[config.mk]
export PLATFORM = sky130hd
export DESIGN_NAME = bit_compare_decimal_decode
export DESIGN_NICKNAME = d
export VERILOG_FILES = /design/src/verilog/decode_pkg.sv /design/src/verilog/operand_field_if.sv /design/src/verilog/bit_compare_decimal_decode.sv /design/src/verilog/operand_field_decode.sv
export VERILOG_INCLUDE_DIRS = /design/src /design/src/verilog
export SDC_FILE = /design/constraint.sdc
export NUM_CORES = 1
export LEC_CHECK = 0
export ABC_CLOCK_PERIOD_IN_PS = 2300
export BUFFER_PORTS_ARGS = -buffer_cell sky130_fd_sc_hd__buf_2
export CAP_MARGIN = 20
export CORE_MARGIN = 2
export CORE_UTILIZATION = 50
export DETAILED_ROUTE_END_ITERATION = 10
export PLACE_DENSITY_LB_ADDON = 0.3
export REMOVE_ABC_BUFFERS = 1
export SLEW_MARGIN = 20
export SYNTH_ARGS = -nofsm -noshare
export SYNTH_HDL_FRONTEND = slang
export SYNTH_SLANG_ARGS = --single-unit
export TNS_END_PERCENT = 10
[constraint.sdc]
create_clock -name clk_sys -period 2.3 [get_ports clk_sys]
set_input_delay 0.46 -clock clk_sys [delete_from_list [all_inputs] [get_ports clk_sys]]
set_output_delay 0.46 -clock clk_sys [all_outputs]
set_load 0.005 [all_outputs]
[src/verilog/decode_defines.svh]
// Constants for the bit, compare and decimal-add decode slice.
// How it works
// - Bit-op codes 0000-0011 pick data registers 0-3; 0100/0101 pick address registers.
// - Bit-op 0110/0111 indirect, 1000-1011 8-bit base, 1100/1101 16-bit base on An.
// - Bit-op 1110 is 16-bit base on static base; 1111 is absolute 16-bit.
// - Bit ops cost 3/3, 2/7, 3/7, 3/4, 4/7 or 4/4 by mode.
// - General compare size bit: 0 byte, 1 word; 0000-0011 registers, 1000-1011 8-bit displacement.
// - General compare 0100-0111 An and indirect, 1100-1110 16-bit displacement, 1111 absolute.
// - Immediate compare costs 3/2, 3/4, 4/4 or 5/4 at byte size.
// - Word-size immediate compare adds one immediate byte to the length.
// - Quick immediate is four-bit two's complement, -8 to +7.
// - Quick compare costs 2/1, 2/3, 3/3 or 4/3 by destination mode.
// - Short immediate destination: 011 high, 100 low, 101 static, 110 frame, 111 absolute.
// - Short immediate compare costs 2/1, 3/3 or 4/3.
// - Source/destination compare: 2, 3 or 4 cycles by memory operands; 2-6 bytes.
// - Short accumulator compare: 2-bit source, 1-bit destination byte select.
// - Short accumulator compare costs 1/2, 2/3 or 3/3.
// - Decimal adds take 5 cycles; 3, 4 or 2 bytes by form.
`ifndef DECODE_DEFINES_SVH
`define DECODE_DEFINES_SVH

// Instruction format codes presented by the fetch unit.
`define FMT_BIT_CLEAR     4'h0
`define FMT_BIT_SET       4'h1
`define FMT_BIT_XOR       4'h2
`define FMT_CMP_IMM       4'h3
`define FMT_CMP_QUICK     4'h4
`define FMT_CMP_SHORT_IMM 4'h5
`define FMT_CMP_GEN       4'h6
`define FMT_CMP_SHORT_ACC 4'h7
`define FMT_DEC_ADD_CARRY 4'h8
`define FMT_DEC_ADD       4'h9

// Bit operation lengths and cycles.
`define BIT_LEN_REG       3'h3
`define BIT_CYC_REG       3'h3
`define BIT_LEN_IND       3'h2
`define BIT_CYC_ADDR_MEM  3'h7
`define BIT_LEN_BASE8     3'h3
`define BIT_CYC_BASE      3'h4
`define BIT_LEN_BASE16    3'h4

// Compare lengths and cycles.
`define CMP_IMM_LEN_BASE  3'h3
`define CMP_IMM_CYC_REG   3'h2
`define CMP_IMM_CYC_MEM   3'h4
`define CMP_Q_LEN_BASE    3'h2
`define CMP_Q_CYC_REG     3'h1
`define CMP_Q_CYC_MEM     3'h3
`define CMP_S_LEN_BASE    3'h2
`define CMP_S_CYC_REG     3'h1
`define CMP_S_CYC_MEM     3'h3
`define CMP_G_LEN_BASE    3'h2
`define CMP_G_CYC_BASE    3'h2
`define CMP_A_LEN_BASE    3'h1
`define CMP_A_CYC_REG     3'h2
`define CMP_A_CYC_MEM     3'h3

// Decimal add lengths and cycles.
`define DEC_CYC           3'h5
`define DEC_LEN_BYTE_IMM  3'h3
`define DEC_LEN_WORD_IMM  3'h4
`define DEC_LEN_REG       3'h2

`endif

[src/verilog/decode_pkg.sv]
// Types shared by the decode slice.
package decode_pkg;

	// Operand addressing class produced by the field decoder.
	typedef enum logic [3:0] {
		mode_none,
		mode_data_reg,
		mode_addr_reg,
		mode_indirect,
		mode_dsp8_addr,
		mode_dsp8_base,
		mode_dsp16_addr,
		mode_dsp16_static,
		mode_abs16,
		mode_immediate
	} mode_type;

endpackage

[src/verilog/operand_field_if.sv]
// Carrier between a four-bit operand field and its decoded class.
`timescale 1ns/1ps
interface operand_field_if;
	logic                  [3:0] field;
	decode_pkg::mode_type        mode;
	logic                  [1:0] index;

	modport decode (input field, output mode, output index);
	modport user   (output field, input mode, input index);
endinterface

[src/verilog/bit_compare_decimal_decode.sv]
// Decode, length and cycle-count unit for bit clear, set and xor, compare and decimal add.
`timescale 1ns/1ps
`include "decode_defines.svh"
module bit_compare_decimal_decode
(
	// Clock and reset.
	input  wire logic        clk_sys,
	input  wire logic        resetn,
	// Instruction from the fetch unit.
	input  wire logic        instr_valid,
	input  wire logic [3:0]  instr_format,
	input  wire logic        instr_size,
	input  wire logic        instr_imm_form,
	input  wire logic [3:0]  field_dst,
	input  wire logic [3:0]  field_src,
	input  wire logic [3:0]  quick_immediate_field,
	// Decoded result to the sequencer.
	output logic             dec_valid,
	output logic             dec_error,
	output logic             dec_word,
	output logic [2:0]       dec_length,
	output logic [2:0]       dec_cycles,
	output logic [3:0]       dst_mode,
	output logic [1:0]       dst_index,
	output logic [3:0]       src_mode,
	output logic [1:0]       src_index,
	output logic [15:0]      quick_value
);

	// ----------------------------------------
	// Field decoders
	// ----------------------------------------
	operand_field_if dst_port ();
	operand_field_if src_port ();

	assign dst_port.field = field_dst;
	assign src_port.field = field_src;

	operand_field_decode dst_decode (.port(dst_port));
	operand_field_decode src_decode (.port(src_port));

	// ----------------------------------------
	// Helpers
	// ----------------------------------------
	// Extra displacement bytes an operand class adds after the opcode.
	function automatic logic [2:0] ext_bytes(input decode_pkg::mode_type m);
		logic [2:0] n;
		n = 3'h0;
		if (m == decode_pkg::mode_dsp8_addr || m == decode_pkg::mode_dsp8_base)
		begin
			n = 3'h1;
		end
		else if (m == decode_pkg::mode_dsp16_addr || m == decode_pkg::mode_dsp16_static ||
			m == decode_pkg::mode_abs16)
		begin
			n = 3'h2;
		end
		return n;
	endfunction

	// True when the operand class reads memory.
	function automatic logic is_memory(input decode_pkg::mode_type m);
		return m == decode_pkg::mode_indirect || m == decode_pkg::mode_dsp8_addr ||
			m == decode_pkg::mode_dsp8_base || m == decode_pkg::mode_dsp16_addr ||
			m == decode_pkg::mode_dsp16_static || m == decode_pkg::mode_abs16;
	endfunction

	// ----------------------------------------
	// Next-value decode
	// ----------------------------------------
	logic                 next_error;
	logic                 next_word;
	logic [2:0]           next_length;
	logic [2:0]           next_cycles;
	decode_pkg::mode_type next_dst_mode;
	logic [1:0]           next_dst_index;
	decode_pkg::mode_type next_src_mode;
	logic [1:0]           next_src_index;

	// Pick classes and costs for the presented format.
	always_comb
	begin
		next_error     = 1'b0;
		next_word      = 1'b0;
		next_length    = 3'h0;
		next_cycles    = 3'h0;
		next_dst_mode  = decode_pkg::mode_none;
		next_dst_index = 2'h0;
		next_src_mode  = decode_pkg::mode_none;
		next_src_index = 2'h0;
		case (instr_format)
			`FMT_BIT_CLEAR, `FMT_BIT_SET, `FMT_BIT_XOR:
			begin
				next_dst_mode  = dst_port.mode;
				next_dst_index = dst_port.index;
				unique case (dst_port.mode)
					decode_pkg::mode_data_reg, decode_pkg::mode_addr_reg:
					begin
						next_length = `BIT_LEN_REG;
						next_cycles = `BIT_CYC_REG;
					end
					decode_pkg::mode_indirect:
					begin
						next_length = `BIT_LEN_IND;
						next_cycles = `BIT_CYC_ADDR_MEM;
					end
					decode_pkg::mode_dsp8_addr:
					begin
						next_length = `BIT_LEN_BASE8;
						next_cycles = `BIT_CYC_ADDR_MEM;
					end
					decode_pkg::mode_dsp8_base:
					begin
						next_length = `BIT_LEN_BASE8;
						next_cycles = `BIT_CYC_BASE;
					end
					decode_pkg::mode_dsp16_addr:
					begin
						next_length = `BIT_LEN_BASE16;
						next_cycles = `BIT_CYC_ADDR_MEM;
					end
					default:
					begin
						next_length = `BIT_LEN_BASE16;
						next_cycles = `BIT_CYC_BASE;
					end
				endcase
			end
			`FMT_CMP_IMM:
			begin
				next_word      = instr_size;
				next_dst_mode  = dst_port.mode;
				next_dst_index = dst_port.index;
				next_src_mode  = decode_pkg::mode_immediate;
				next_length    = 3'(`CMP_IMM_LEN_BASE + ext_bytes(dst_port.mode) + {2'h0, instr_size});
				next_cycles    = is_memory(dst_port.mode) ? `CMP_IMM_CYC_MEM : `CMP_IMM_CYC_REG;
			end
			`FMT_CMP_QUICK:
			begin
				next_word      = instr_size;
				next_dst_mode  = dst_port.mode;
				next_dst_index = dst_port.index;
				next_src_mode  = decode_pkg::mode_immediate;
				next_length    = 3'(`CMP_Q_LEN_BASE + ext_bytes(dst_port.mode));
				next_cycles    = is_memory(dst_port.mode) ? `CMP_Q_CYC_MEM : `CMP_Q_CYC_REG;
			end
			`FMT_CMP_SHORT_IMM:
			begin
				next_src_mode = decode_pkg::mode_immediate;
				case (field_dst[2:0])
					3'h3:
					begin
						next_dst_mode  = decode_pkg::mode_data_reg;
						next_dst_index = 2'h1;
					end
					3'h4: next_dst_mode = decode_pkg::mode_data_reg;
					3'h5: next_dst_mode = decode_pkg::mode_dsp8_base;
					3'h6:
					begin
						next_dst_mode  = decode_pkg::mode_dsp8_base;
						next_dst_index = 2'h1;
					end
					3'h7: next_dst_mode = decode_pkg::mode_abs16;
					default: next_error = 1'b1;
				endcase
				next_length = 3'(`CMP_S_LEN_BASE + ext_bytes(next_dst_mode));
				next_cycles = is_memory(next_dst_mode) ? `CMP_S_CYC_MEM : `CMP_S_CYC_REG;
				if (next_error)
				begin
					next_dst_mode = decode_pkg::mode_none;
					next_src_mode = decode_pkg::mode_none;
					next_length   = 3'h0;
					next_cycles   = 3'h0;
				end
			end
			`FMT_CMP_GEN:
			begin
				next_word      = instr_size;
				next_dst_mode  = dst_port.mode;
				next_dst_index = dst_port.index;
				next_src_mode  = src_port.mode;
				next_src_index = src_port.index;
				next_length    = 3'(`CMP_G_LEN_BASE + ext_bytes(src_port.mode) + ext_bytes(dst_port.mode));
				next_cycles    = 3'(`CMP_G_CYC_BASE + {2'h0, is_memory(src_port.mode)} +
					{2'h0, is_memory(dst_port.mode)});
			end
			`FMT_CMP_SHORT_ACC:
			begin
				next_dst_mode  = decode_pkg::mode_data_reg;
				next_dst_index = {1'b0, field_dst[0]};
				unique case (field_src[1:0])
					2'h0:
					begin
						next_src_mode  = decode_pkg::mode_data_reg;
						next_src_index = {1'b0, ~field_dst[0]};
					end
					2'h1: next_src_mode = decode_pkg::mode_dsp8_base;
					2'h2:
					begin
						next_src_mode  = decode_pkg::mode_dsp8_base;
						next_src_index = 2'h1;
					end
					2'h3: next_src_mode = decode_pkg::mode_abs16;
				endcase
				next_length = 3'(`CMP_A_LEN_BASE + ext_bytes(next_src_mode));
				next_cycles = is_memory(next_src_mode) ? `CMP_A_CYC_MEM : `CMP_A_CYC_REG;
			end
			`FMT_DEC_ADD_CARRY, `FMT_DEC_ADD:
			begin
				next_word     = instr_size;
				next_dst_mode = decode_pkg::mode_data_reg;
				next_cycles   = `DEC_CYC;
				if (instr_imm_form)
				begin
					next_src_mode = decode_pkg::mode_immediate;
					next_length   = instr_size ? `DEC_LEN_WORD_IMM : `DEC_LEN_BYTE_IMM;
				end
				else
				begin
					next_src_mode  = decode_pkg::mode_data_reg;
					next_src_index = 2'h1;
					next_length    = `DEC_LEN_REG;
				end
			end
			default: next_error = 1'b1;
		endcase
	end

	// ----------------------------------------
	// Output registers
	// ----------------------------------------
	// Every result field loads in the same edge so the sequencer sees one coherent record.
	always_ff @(posedge clk_sys)
	begin
		if (!resetn)
		begin
			dec_valid   <= 1'b0;
			dec_error   <= 1'b0;
			dec_word    <= 1'b0;
			dec_length  <= 3'h0;
			dec_cycles  <= 3'h0;
			dst_mode    <= 4'h0;
			dst_index   <= 2'h0;
			src_mode    <= 4'h0;
			src_index   <= 2'h0;
		end
		else
		begin
			dec_valid   <= instr_valid;
			dec_error   <= instr_valid & next_error;
			dec_word    <= next_word;
			dec_length  <= next_length;
			dec_cycles  <= next_cycles;
			dst_mode    <= 4'(next_dst_mode);
			dst_index   <= next_dst_index;
			src_mode    <= 4'(next_src_mode);
			src_index   <= next_src_index;
		end
	end

	// Quick immediate sign extension, kept in its own register.
	always_ff @(posedge clk_sys)
	begin
		if (!resetn)
		begin
			quick_value <= 16'h0000;
		end
		else
		begin
			quick_value <= {{12{quick_immediate_field[3]}}, quick_immediate_field};
		end
	end
endmodule

[src/verilog/operand_field_decode.sv]
// Decoder of the four-bit general operand field shared by bit ops and compares.
`timescale 1ns/1ps
`include "decode_defines.svh"
module operand_field_decode
(
	// Field in, class out.
	operand_field_if.decode port
);

	// Classify the field; index names the register or the base register.
	always_comb
	begin
		port.index = port.field[1:0];
		unique case (port.field[3:1])
			3'h0, 3'h1: port.mode = decode_pkg::mode_data_reg;
			3'h2:       port.mode = decode_pkg::mode_addr_reg;
			3'h3:       port.mode = decode_pkg::mode_indirect;
			3'h4:       port.mode = decode_pkg::mode_dsp8_addr;
			3'h5:       port.mode = decode_pkg::mode_dsp8_base;
			3'h6:       port.mode = decode_pkg::mode_dsp16_addr;
			3'h7:       port.mode = port.field[0] ? decode_pkg::mode_abs16 : decode_pkg::mode_dsp16_static;
		endcase
		// Address-register, indirect and base classes report 0 for the first and 1 for the second register.
		if (port.field[3] || port.field[2])
		begin
			port.index = {1'b0, port.field[0]};
		end
	end

endmodule

# Word-level counts from Yosys, hierarchy flattened
# Cells that the tools add are included.
[word_totals]
reg_bits = 25
rom_bits = 0
ramBits = 0
input_bits = 21
output_inout_bits = 37
latch_bits = 0
n_memories = 0
elab_cells = 183
[classes]
magnitude_cmp = 0
div = 0
eq_ne = 57
mul = 0
n_addsub = 9
bitwise = 2
shifts = 0
n_reduce_logical = 56
muxes = 49
[ops]
columns = ["cell", "n"]
rows = [
  ["$eq 4x3->1 const B", 20],
  ["$pmux 4 s7", 2],
  ["$pmux 3 s7", 2],
  ["$eq 3x3->1 const B", 12],
  ["$pmux 4 s3", 3],
  ["$logic_or 1x1->1", 34],
  ["$mux 3", 10],
  ["$eq 4x2->1 const B", 7],
  ["$mux 4", 7],
  ["$mux 2", 13],
  ["$eq 4x4->1 const B", 6],
  ["$pmux 4 s5", 1],
  ["$reduce_or 2->1", 9],
  ["$eq 3x2->1 const B", 5],
  ["$add 2x3->3 const A", 4],
  ["$pmux 2 s3", 2],
  ["$pmux 3 s2", 2],
  ["$reduce_or 5->1", 2],
  ["$reduce_or 3->1", 3],
  ["$reduce_or 9->1", 1],
  ["$eq 4x1->1 const B", 2],
  ["$add 3x1->3", 2],
  ["$eq 3x1->1 const B", 2],
  ["$logic_not 3->1", 2],
  ["14 further kinds", 20],
]

# Depth between registers and ports, before layout
# Gate-level depths: netlist of the first run.
[depth]
ltp_word = 13
depth_mapped = 10
depth_no_buf = 8

# Modules after synthesis
# A second synthesis of the first run with hierarchy kept.
[unflattened]
hier_cells = 223
area_unflattened_um2 = 1801.7
[by_module_without_submodules]
columns = ["module", "cells_each", "area_each_um2", "instances", "seq_area_each_um2"]
rows = [
  ["bit_compare_decimal_decode", 201, 1674.1, 1, 500.5],
  ["operand_field_decode", 11, 63.8, 2, 0.0],
]

# Worst setup path before layout of the first run
# No wires, ideal clock.
[synth_timing]
kind = "input port to flip-flop"
startpoint = "in field_dst[3]"
endpoint = "reg dec_length[2]"
setup_slack_ns = 0.324
cell_stages = 9
setup_time_ns = 0.128
path_buffers = 1
arrival_time_ns = 1.848
cell_sequence = "clkbuf_1 > nand2_1 > ha_1 > inv_1 > ha_1 > xnor2_1 > o2bb2ai_2 > a211oi_1 > a31oi_1"
[synth_via]
elab_chain_len = 12
[synth_rtl]
columns = ["element", "line_no", "source"]
rows = [
  ["from (decl)", "bit_compare_decimal_decode.sv:14", "input wire logic [3:0] field_dst,"],
  ["$eq 3x1->1 or $logic_not 3->1 (tied branches)", "operand_field_decode.sv:14", "unique case (port.field[3:1])"],
  ["$reduce_or 2->1", "operand_field_decode.sv:14", ""],
  ["$pmux 4 s7 *", "operand_field_decode.sv:14", ""],
  ["$eq 4x3->1", "bit_compare_decimal_decode.sv:53", "else if (m == decode_pkg::mode_dsp16_addr || m == decode_pkg::mode_dsp16_static ||"],
  ["$logic_or 1x1->1 (2 in a row)", "bit_compare_decimal_decode.sv:53", ""],
  ["$mux 2", "bit_compare_decimal_decode.sv:53", ""],
  ["$mux 2", "bit_compare_decimal_decode.sv:49", "if (m == decode_pkg::mode_dsp8_addr || m == decode_pkg::mode_dsp8_base)"],
  ["$mux 3", "bit_compare_decimal_decode.sv:91", "case (instr_format)"],
  ["$add 2x3->3 (no line)", "--", ""],
  ["$add 3x1->3 (no line)", "--", ""],
  ["$pmux 3 s7 *", "bit_compare_decimal_decode.sv:91", ""],
  ["to (signal assigned)", "bit_compare_decimal_decode.sv:252", "dec_length <= next_length;"],
  ["to (decl)", "bit_compare_decimal_decode.sv:21", "output logic [2:0] dec_length,"],
]
# Mark *: on every way between the ends. The rest lies on a longest branch, timed or not. The select of a mux whose other input is x is not followed.
# A chain may end at the register's enable or synchronous reset.

# Worst setup path after layout of the first run
# Same ends and word-level chain as after synthesis.

==> results of run 1 <==
## layout by cell type, fill, tap and decap left out, types with 2 or more instances in the layout
master	count
buf_2	57
dfxtp_1	25
nand2_1	16
nand3_1	11
nor2_1	10
ha_1	10
inv_1	9
a21oi_1	9
o21ai_0	8
nand2b_1	6
nor2b_1	6
and2_1	6
a21o_1	4
a211oi_1	4
a21boi_0	4
a221oi_1	4
nor3_1	3
a31oi_1	3
o211ai_1	3
clkbuf_4	3
a22o_1	2
xnor2_1	2
o31ai_1	2
nand3b_1	2
and3_1	2
and4_1	2
nor4_1	2
a32oi_1	2
## per-layer routing
layer	part of all wire	global-route usage	vias up
met5	0	0	-
met4	0.015	0.07903	0
met3	0.080	0.03361	7
met2	0.45	0.3389	75
met1	0.45	0.3219	687
li1	-	-	776
## state kept, by name, summed over array words and instances (netlist names)
name / cells
dec_valid: 1
src_index: 2
dec_length: 3
quick_value: 4
src_mode: 4
dst_index: 2
dec_error: 1
dec_cycles: 3
dst_mode: 4
dec_word: 1
## power groups by stage
stage	clock, mW	sequential (mW)	combinational (mW)
2_1_floorplan	0	0.472	0.0990
3_3_place_gp	0	0.466	0.207
3_5_place_dp	0	0.466	0.209
4_1_cts	0.199	0.457	0.211
5_1_grt	0.229	0.459	0.240
6_report	0.194	0.456	0.213
## kinds of logic after synthesis
kind of cell,after synthesis
simple gates,74
buf+inv,35
compound gates,51
fa+ha+maj,11
xor+xnor,3
flops,25
## cell type report
cell class	instances	area, sq um
Fill cell	325	1252
Multi-Input combinational cell	139	942.2
Sequential cell	25	500.5
Timing Repair Buffer	58	292.8
Tap cell	44	55.05
Inverter	9	33.78
Clock buffer	4	26.28
## final timing paths
path	start	end	slack (ns)	depth (start not counted)
worst max-delay path	field_dst[3]	dec_length[2]	0.60	9
worst min-delay path	quick_immediate_field[0]	quick_value[0]	0.34	2
## Yosys cell counts, drive strengths merged, types with 3 or more instances
master  number  area [sq um]
a211oi       4         30.03
a21boi       4         30.03
a21o         4         30.03
a21oi       10         53.80
a221oi       4         35.03
a31oi        3         18.77
and2         6         37.54
buf         23         163.9
clkbuf       3         11.26
dfxtp       25         500.5
ha          10         125.1
inv          9         33.78
nand2       16         60.06
nand2b       6         37.54
nand3       11         55.05
nor2        10         37.54
nor2b        6         37.54
nor3         4         31.28
o211ai       3         22.52
o21ai        8         40.04
## metrics by stage
| stage | instance area, sq um | total power, mW | utilization | setup slack [ns] | std cells |
|---|---|---|---|---|---|
| 2_1_floorplan | 1476 | 0.5707 | - | 0.6430 | 173 |
| 3_3_place_gp | 1824 | 0.6733 | 0.5879 | 0.3255 | 275 |
| 3_5_place_dp | 1824 | 0.6756 | 0.5879 | 0.2572 | 275 |
| 4_1_cts | 1851 | 0.8661 | 0.5964 | 0.6066 | 279 |
| 5_1_grt | 1851 | 0.9289 | 0.5964 | 0.5087 | 279 |
| 6_report | 1851 | 0.8627 | 0.5964 | 0.5988 | 279 |
==> run_results.csv, run 1 <==
group,metric,value,unit
outcome,status,"complete, no violations",
clocking,cts_buffer_depth,2,
sta,hold_slack,0.3369,ns
global_route,grt.total_usage,0.2234,
worst_hold_path,hp-class,"primary input to register",
synthesis,synthMuxAreaShare,0,
sta,rsz0062_at_grt,"false",
drt,first_pass_iters,4,
global_route,grt_pass1_vias,1310,
cells_and_area,n_antenna_cell,0,
place,dp_hpwl,2802,microns
synthesis,synth_ff_type,"dfxtp_1",
cells_and_area,layout-drive-gt1-share,0.2851,
synthesis,synth_warnings,0,
global_route,grt_pass1_wl,6285,microns
synthesis,synth_compound_area_frac,0.2174,
setup_path,worstPathRequired,2.50,ns
global_route,antenna_found_initial,0,
drt,wl_per_cell,14.19,microns
clocking,clkTransAtPathRegs,0.13,ns
clocking,holdBufCountCts,0,
setup_path,critPathMaxStageDelay,0.31,ns
clocking,cts_resized,0,
floorplanning,num_io_pins,58,
floorplanning,num_rows,20,
clocking,tritoncts,"yes",
power,leakagePower,0.8768,nW
drt,vias_per_cell,5.538,
setup_path,cpLargestDelayFamily,"adder cells",
floorplanning,chipHeight,61.48,microns
setup_path,critical_path.max_fanout,14,
clocking,clkSinkCount,25,
synthesis,synthXorXnorAreaFrac,0.01591,
power,combPwrFrac,0.246,
floorplanning,initial_utilization,0.5323,
place,io_buffers,57,
setup_path,critPathLaunchType,"primary input",
sta,max_slew.worst_pin.slew,0.4168,ns
synthesis,syn_inst,199,
floorplanning,die_area,0.003779,sq mm
power,switching_share,0.2988,
power,pwr-share-seq,0.529,
sta,post-route-period-util,0.7396,
setup_path,path_cells,"buf_2 -> nand2_1 -> ha_1 -> inv_1 -> ha_1 -> xnor2_1 -> o2bb2ai_2 -> a211oi_1 -> a31oi_1",
sta,setup_viol,0,
power,vdd_drop_max,170.6,uV
setup_path,critPathBufInv,2,
place,gp_congestion,0.8717,
sta,final-hold-violation-count,0,
floorplanning,die_width,61.48,microns
synthesis,async_flop_share,0,
synthesis,ys_seq_area_frac,0.3030,
synthesis,synth.distinct_cells,46,
clocking,cts_setup_buffers,0,
synthesis,synthAdderAreaFrac,0.08182,
clocking,cts_buffers,3,
synthesis,ys_ff_latch,25,
global_route,grt_overflow_total,0,
synthesis,synth_edf_count,0,
drt,drt_first_iter_violations,90,
synthesis,yosys.area_share.simple,0.2553,
cells_and_area,synthToLayoutAreaGrowth,12.05,%
sta,slew_headroom,0.7221,
power,internal_power,0.6050,mW
setup_path,critPathArrivalTime,1.90,ns
sta,fmax,587.8,MHz
drt,routed-via-count,1545,
drt,antenna_left,0,
power,p_clk_frac,0.225,
setup_path,cpMaxStageDelayCell,"ha_1",
setup_path,critical_path_class,"primary input to register",
power,cellPowerDensity,466.2,mW/mm^2
setup_path,worstSetupEndpointType,"register",
sta,maxSlewViolCount,0,
clocking,h-tree-depth,1,
setup_path,crit_top_cell,"ha_1",
floorplanning,core,0.003103,sq mm
run,drv_cap,0,
cells_and_area,nets,267,
synthesis,avgSynthCellArea,8.299,sq um
global_route,grt_max_degree,25,
power,switching_power,0.2578,mW
drt,drt_wl_total,3958,microns
synthesis,synth_top_family_by_area,"simple AND/OR/NAND/NOR gates",
clocking,ctsRootBufferMaster,"clkbuf_4",
drt,drc_errors,0,
sta,fin_crit,1.701,ns
sta,finalSetupTns,0,ns
synthesis,mappedNetlistArea,0.001652,sq mm
Power figures use the tool's default switching activity.
==> run 2, diff against run 1 <==
--- a/config.mk
+++ b/config.mk
@@ -6,7 +6,7 @@
 export SDC_FILE = /design/constraint.sdc
 export NUM_CORES = 1
 export LEC_CHECK = 0
-export ABC_CLOCK_PERIOD_IN_PS = 2300
+export ABC_CLOCK_PERIOD_IN_PS = 1600
 export BUFFER_PORTS_ARGS = -buffer_cell sky130_fd_sc_hd__buf_2
 export CAP_MARGIN = 20
 export CORE_MARGIN = 2
==> constraint.sdc (replaced) <==
create_clock -name clk_sys -period 1.6 [get_ports clk_sys]
set_input_delay 0.32 -clock clk_sys [delete_from_list [all_inputs] [get_ports clk_sys]]
set_output_delay 0.32 -clock clk_sys [all_outputs]
set_load 0.005 [all_outputs]
==> run_results.csv, run 2 (synthesis gave the netlist of run 1 again) <==
group,metric,value,unit
sta,setup_viol,0,
cells_and_area,mostFrequentLayoutCells,"buf_2, buf_4, dfxtp_1",
setup_path,critPathLaunchType,"primary input",
drt,antenna_left,0,
place,place_area,0.002042,sq mm
cells_and_area,n_antenna_cell,0,
clocking,clkSinkCount,25,
global_route,grt_pass1_vias,1418,
setup_path,worstSetupEndpointType,"register",
clocking,holdBufCountCts,0,
clocking,tritoncts,"yes",
place,dp_cells,304,
global_route,grt_pass1_wl,6561,microns
setup_path,critPathArrivalTime,1.57,ns
clocking,cts_setup_buffers,0,
clocking,cts_buffers,3,
floorplanning,num_io_pins,58,
global_route,grt.total_usage,0.2374,
sta,post-route-period-util,0.8512,
setup_path,critical_path.max_fanout,5,
sta,max_slew.worst_pin.slew,0.4049,ns
run,drv_cap,0,
setup_path,cpMaxStageDelayCell,"ha_1",
floorplanning,initial_utilization,0.5323,
floorplanning,die_area,0.003779,sq mm
drt,vias_per_cell,5.390,
setup_path,path_cells,"buf_2 -> nand2_1 -> ha_1 -> inv_1 -> ha_1 -> xnor2_1 -> o2bb2ai_2 -> a211oi_1 -> a31oi_1",
place,io_buffers,57,
power,vdd_drop_max,255.9,uV
setup_path,critical_path_class,"primary input to register",
sta,fmax,734.2,MHz
cells_and_area,nets,296,
outcome,status,"complete, no violations",
floorplanning,chipHeight,61.48,microns
cells_and_area,mostFrequentLayoutCell,"buf_2",
sta,setup_ws,0.2380,ns
place,dp_hpwl,3214,microns
cells_and_area,synthToLayoutAreaGrowth,25.23,%
clocking,h-tree-depth,1,
setup_path,critPathMaxStageDelay,0.28,ns
place,gp_congestion,0.9178,
worst_hold_path,hp-class,"primary input to register",
cells_and_area,top_regs,"dst_mode x4, quick_value x4, src_mode x4",
floorplanning,num_rows,20,
drt,wl_per_cell,13.47,microns
sta,final-hold-violation-count,0,
global_route,grt_overflow_total,0,
drt,drt_first_iter_violations,79,
clocking,cts_buffer_depth,2,
setup_path,worstPathRequired,1.80,ns
floorplanning,core,0.003103,sq mm
power,leakagePower,1.016,nW
cells_and_area,final_cells,308,
sta,fin_crit,1.362,ns
floorplanning,die_width,61.48,microns
cells_and_area,stdcell_area,0.002068,sq mm
drt,drc_errors,0,
global_route,antenna_found_initial,0,
clocking,clkTransAtPathRegs,0.13,ns
drt,routed-via-count,1660,
drt,first_pass_iters,7,
clocking,ctsRootBufferMaster,"clkbuf_4",
global_route,grt_max_degree,15,
clocking,cts_resized,0,
place,dp_slack,-0.09007,ns
power,cellPowerDensity,627.0,mW/mm^2
sta,rsz0062_at_grt,"false",
setup_path,crit_top_cell,"ha_1",
cells_and_area,layout-drive-gt1-share,0.3636,
drt,drt_wl_total,4150,microns
sta,slew_headroom,0.7294,
sta,maxSlewViolCount,0,
-- run 2: cell count changes in the layout (fill, tap and decap cells not counted), sizes merged --
cell / delta
buf: +29
-- run 2: final timing paths --
check,from,to,slack (ns),depth (start not counted)
setup / recovery,field_src[3],dec_length[2],0.24,9
hold / removal,quick_immediate_field[0],quick_value[0],0.20,2
-- run 2: critical path: cells and delay by family --
| kind | cells | cell delay, ns |
|---|---|---|
| xor+xnor | 1 | 0.13 |
| compound gates | 3 | 0.39 |
| simple gates | 1 | 0.09 |
| buf+inv | 2 | 0.16 |
| fa+ha+maj | 2 | 0.47 |
-- run 2: layout make-up --
| class | count | area [sq um] |
|---|---|---|
| clock buffer | 4 | 26.28 |
| fill | 304 | 1035 |
| inverter | 9 | 33.78 |
| multi-input combinational | 139 | 942.2 |
| sequential | 25 | 500.5 |
| tap | 44 | 55.05 |
| timing repair buffer | 87 | 510.5 |
-- run 2: per-layer routing --
layer,global-route usage,vias up,routed length (microns)
met2,0.3860,95,1928
met3,0.04202,8,412
met1,0.3071,732,1728
met4,0.1064,0,80
li1,-,825,-
met5,0,-,0
-- run 2: through the flow --
stage	hold slack, ns	utilization	TNS [ns]	power, mW
floorplan	0.3969	-	0	0.8204
global placement	0.5251	0.6581	-0.05996	1.020
detailed placement	0.5308	0.6581	-0.1037	1.025
CTS	0.1995	0.6665	0	1.298
global route	0.1773	0.6665	0	1.389
finish	0.1990	0.6665	0	1.297
-- run 2: where the power goes --
| part | internal (mW) | switching [mW] | leakage [nW] |
|---|---|---|---|
| clock | 0.0974 | 0.183 | 0.0150 |
| sequential | 0.648 | 0.00824 | 0.205 |
| combinational | 0.169 | 0.191 | 0.797 |
==> run 3, diff against run 2 <==
--- a/config.mk
+++ b/config.mk
@@ -9,6 +9,7 @@
 export ABC_CLOCK_PERIOD_IN_PS = 1600
 export BUFFER_PORTS_ARGS = -buffer_cell sky130_fd_sc_hd__buf_2
 export CAP_MARGIN = 20
+export CORE_ASPECT_RATIO = 1.75
 export CORE_MARGIN = 2
 export CORE_UTILIZATION = 50
 export DETAILED_ROUTE_END_ITERATION = 10
==> run_results.csv, run 3 (synthesis gave the netlist of run 1 again) <==
group,metric,value,unit
clocking,cts_buffer_depth,2,
cells_and_area,layout-drive-gt1-share,0.3660,
cells_and_area,mostFrequentLayoutCells,"buf_2, buf_4, dfxtp_1",
drt,wl_per_cell,13.91,microns
worst_hold_path,hp-class,"primary input to register",
sta,rsz0062_at_grt,"false",
drt,first_pass_iters,4,
sta,fin_crit,1.388,ns
setup_path,critical_path.max_fanout,3,
cells_and_area,regArea,500.5,sq um
place,io_buffers,57,
sta,slew_headroom,0.7804,
drt,drt_first_iter_violations,56,
cells_and_area,n_antenna_cell,0,
sta,maxSlewViolCount,0,
sta,fmax,720.7,MHz
global_route,grt_pass1_vias,1609,
global_route,grt_pass1_wl,7010,microns
global_route,grt_max_degree,15,
cells_and_area,mostFrequentLayoutCell,"buf_2",
floorplanning,die_width,47.45,microns
clocking,cts_setup_buffers,0,
floorplanning,core,0.003142,sq mm
clocking,h-tree-depth,1,
sta,hold_slack,0.2574,ns
cells_and_area,top_regs,"dst_mode x4, quick_value x4, src_mode x4",
place,dp_cells,304,
worst_hold_path,hold_depth,2,
power,cellPowerDensity,662.9,mW/mm^2
run,drv_cap,0,
drt,routed-via-count,1693,
floorplanning,die_area,0.003797,sq mm
cells_and_area,synthToLayoutAreaGrowth,26.74,%
clocking,cts_resized,0,
setup_path,worstSetupEndpointType,"register",
clocking,clkSinkCount,25,
clocking,holdBufCountCts,0,
drt,vias_per_cell,5.497,
power,leakagePower,1.029,nW
drt,drt_wl_total,4283,microns
global_route,antenna_found_initial,0,
worst_hold_path,hold_end,"quick_value[2]",
drt,antenna_left,0,
global_route,grt.total_usage,0.2484,
floorplanning,num_rows,27,
worst_hold_path,holdCritStartpoint,"quick_immediate_field[2]",
drt,drc_errors,0,
cells_and_area,nets,297,
global_route,grt_overflow_total,0,
setup_path,critPathArrivalTime,1.54,ns
sta,setup_viol,0,
floorplanning,initial_utilization,0.5257,
clocking,cts_buffers,3,
power,vdd_drop_max,433.4,uV
cells_and_area,final_cells,308,
floorplanning,num_io_pins,58,
sta,post-route-period-util,0.8672,
sta,max_slew.worst_pin.slew,0.3294,ns
clocking,ctsRootBufferMaster,"clkbuf_8",
setup_path,critical_path_class,"primary input to register",
clocking,clkTransAtPathRegs,0.09,ns
place,gp_congestion,0.9232,
cells_and_area,multi_input_area,942.2,sq um
outcome,status,"complete, no violations",
place,dp_hpwl,3422,microns
floorplanning,chipHeight,80.03,microns
cells_and_area,nFillCells,289,
clocking,tritoncts,"yes",
sta,final-hold-violation-count,0,
setup_path,worstPathRequired,1.75,ns
setup_path,critPathLaunchType,"primary input",
[run 3: cell count changes in the layout (fill, tap and decap cells not counted)]
cell	delta
clkbuf_8	+3
clkbuf_4	-3
buf_4	+1
[run 3: worst max path at each step]
stage / startpoint / endpoint / slack [ns]
floorplan: field_dst[3] / dec_length[2] / 0.08
global placement: field_dst[3] / dec_length[2] / -0.05
finish: field_dst[3] / dec_length[2] / 0.21
global route: field_dst[3] / dec_length[2] / 0.11
detailed placement: field_src[3] / dec_length[2] / -0.09
CTS: field_src[3] / dec_length[2] / 0.21
[run 3: routing by layer]
layer | part of all wire | track usage | up-vias
met1 | 0.38 | 0.2798 | 768
met3 | 0.060 | 0.02715 | 12
met4 | 0.026 | 0.1111 | 0
met5 | 0 | 0 | -
met2 | 0.53 | 0.4351 | 86
li1 | - | - | 827
[run 3: cell type report]
type | count | area share
clock buffer | 4 | 0.02152
sequential | 25 | 0.2391
inverter | 9 | 0.01614
tap | 43 | 0.02570
multi-input combinational | 139 | 0.4501
timing repair buffer | 88 | 0.2475
[run 3: worst max-delay path: stages]
cell and delay (ns):
buf_2 0.11, nand2_1 0.08, ha_1 0.27, inv_1 0.04, ha_1 0.19, xnor2_1 0.14, o2bb2ai_2 0.12, a211oi_1 0.18
a31oi_1 0.11
[run 3: through the flow]
stage / instance area, sq um / setup TNS [ns] / worst slack (ns) / total power [mW] / util
floorplan: 1476 / 0 / 0.08301 / 0.8204 / -
global placement: 2048 / -0.04676 / -0.04676 / 1.024 / 0.6519
detailed placement: 2048 / -0.08781 / -0.08781 / 1.031 / 0.6519
CTS: 2093 / 0 / 0.2085 / 1.404 / 0.6663
global route: 2093 / 0 / 0.1127 / 1.477 / 0.6663
finish: 2093 / 0 / 0.2125 / 1.388 / 0.6663
[run 3: where the power goes]
part           total, mW  switching, mW  internal (mW)  leakage, nW
Sequential         0.655        0.00807          0.647        0.205
Clock              0.369          0.191          0.178       0.0228
Combinational      0.363          0.192          0.171        0.801
Total               1.39          0.392          0.996         1.03
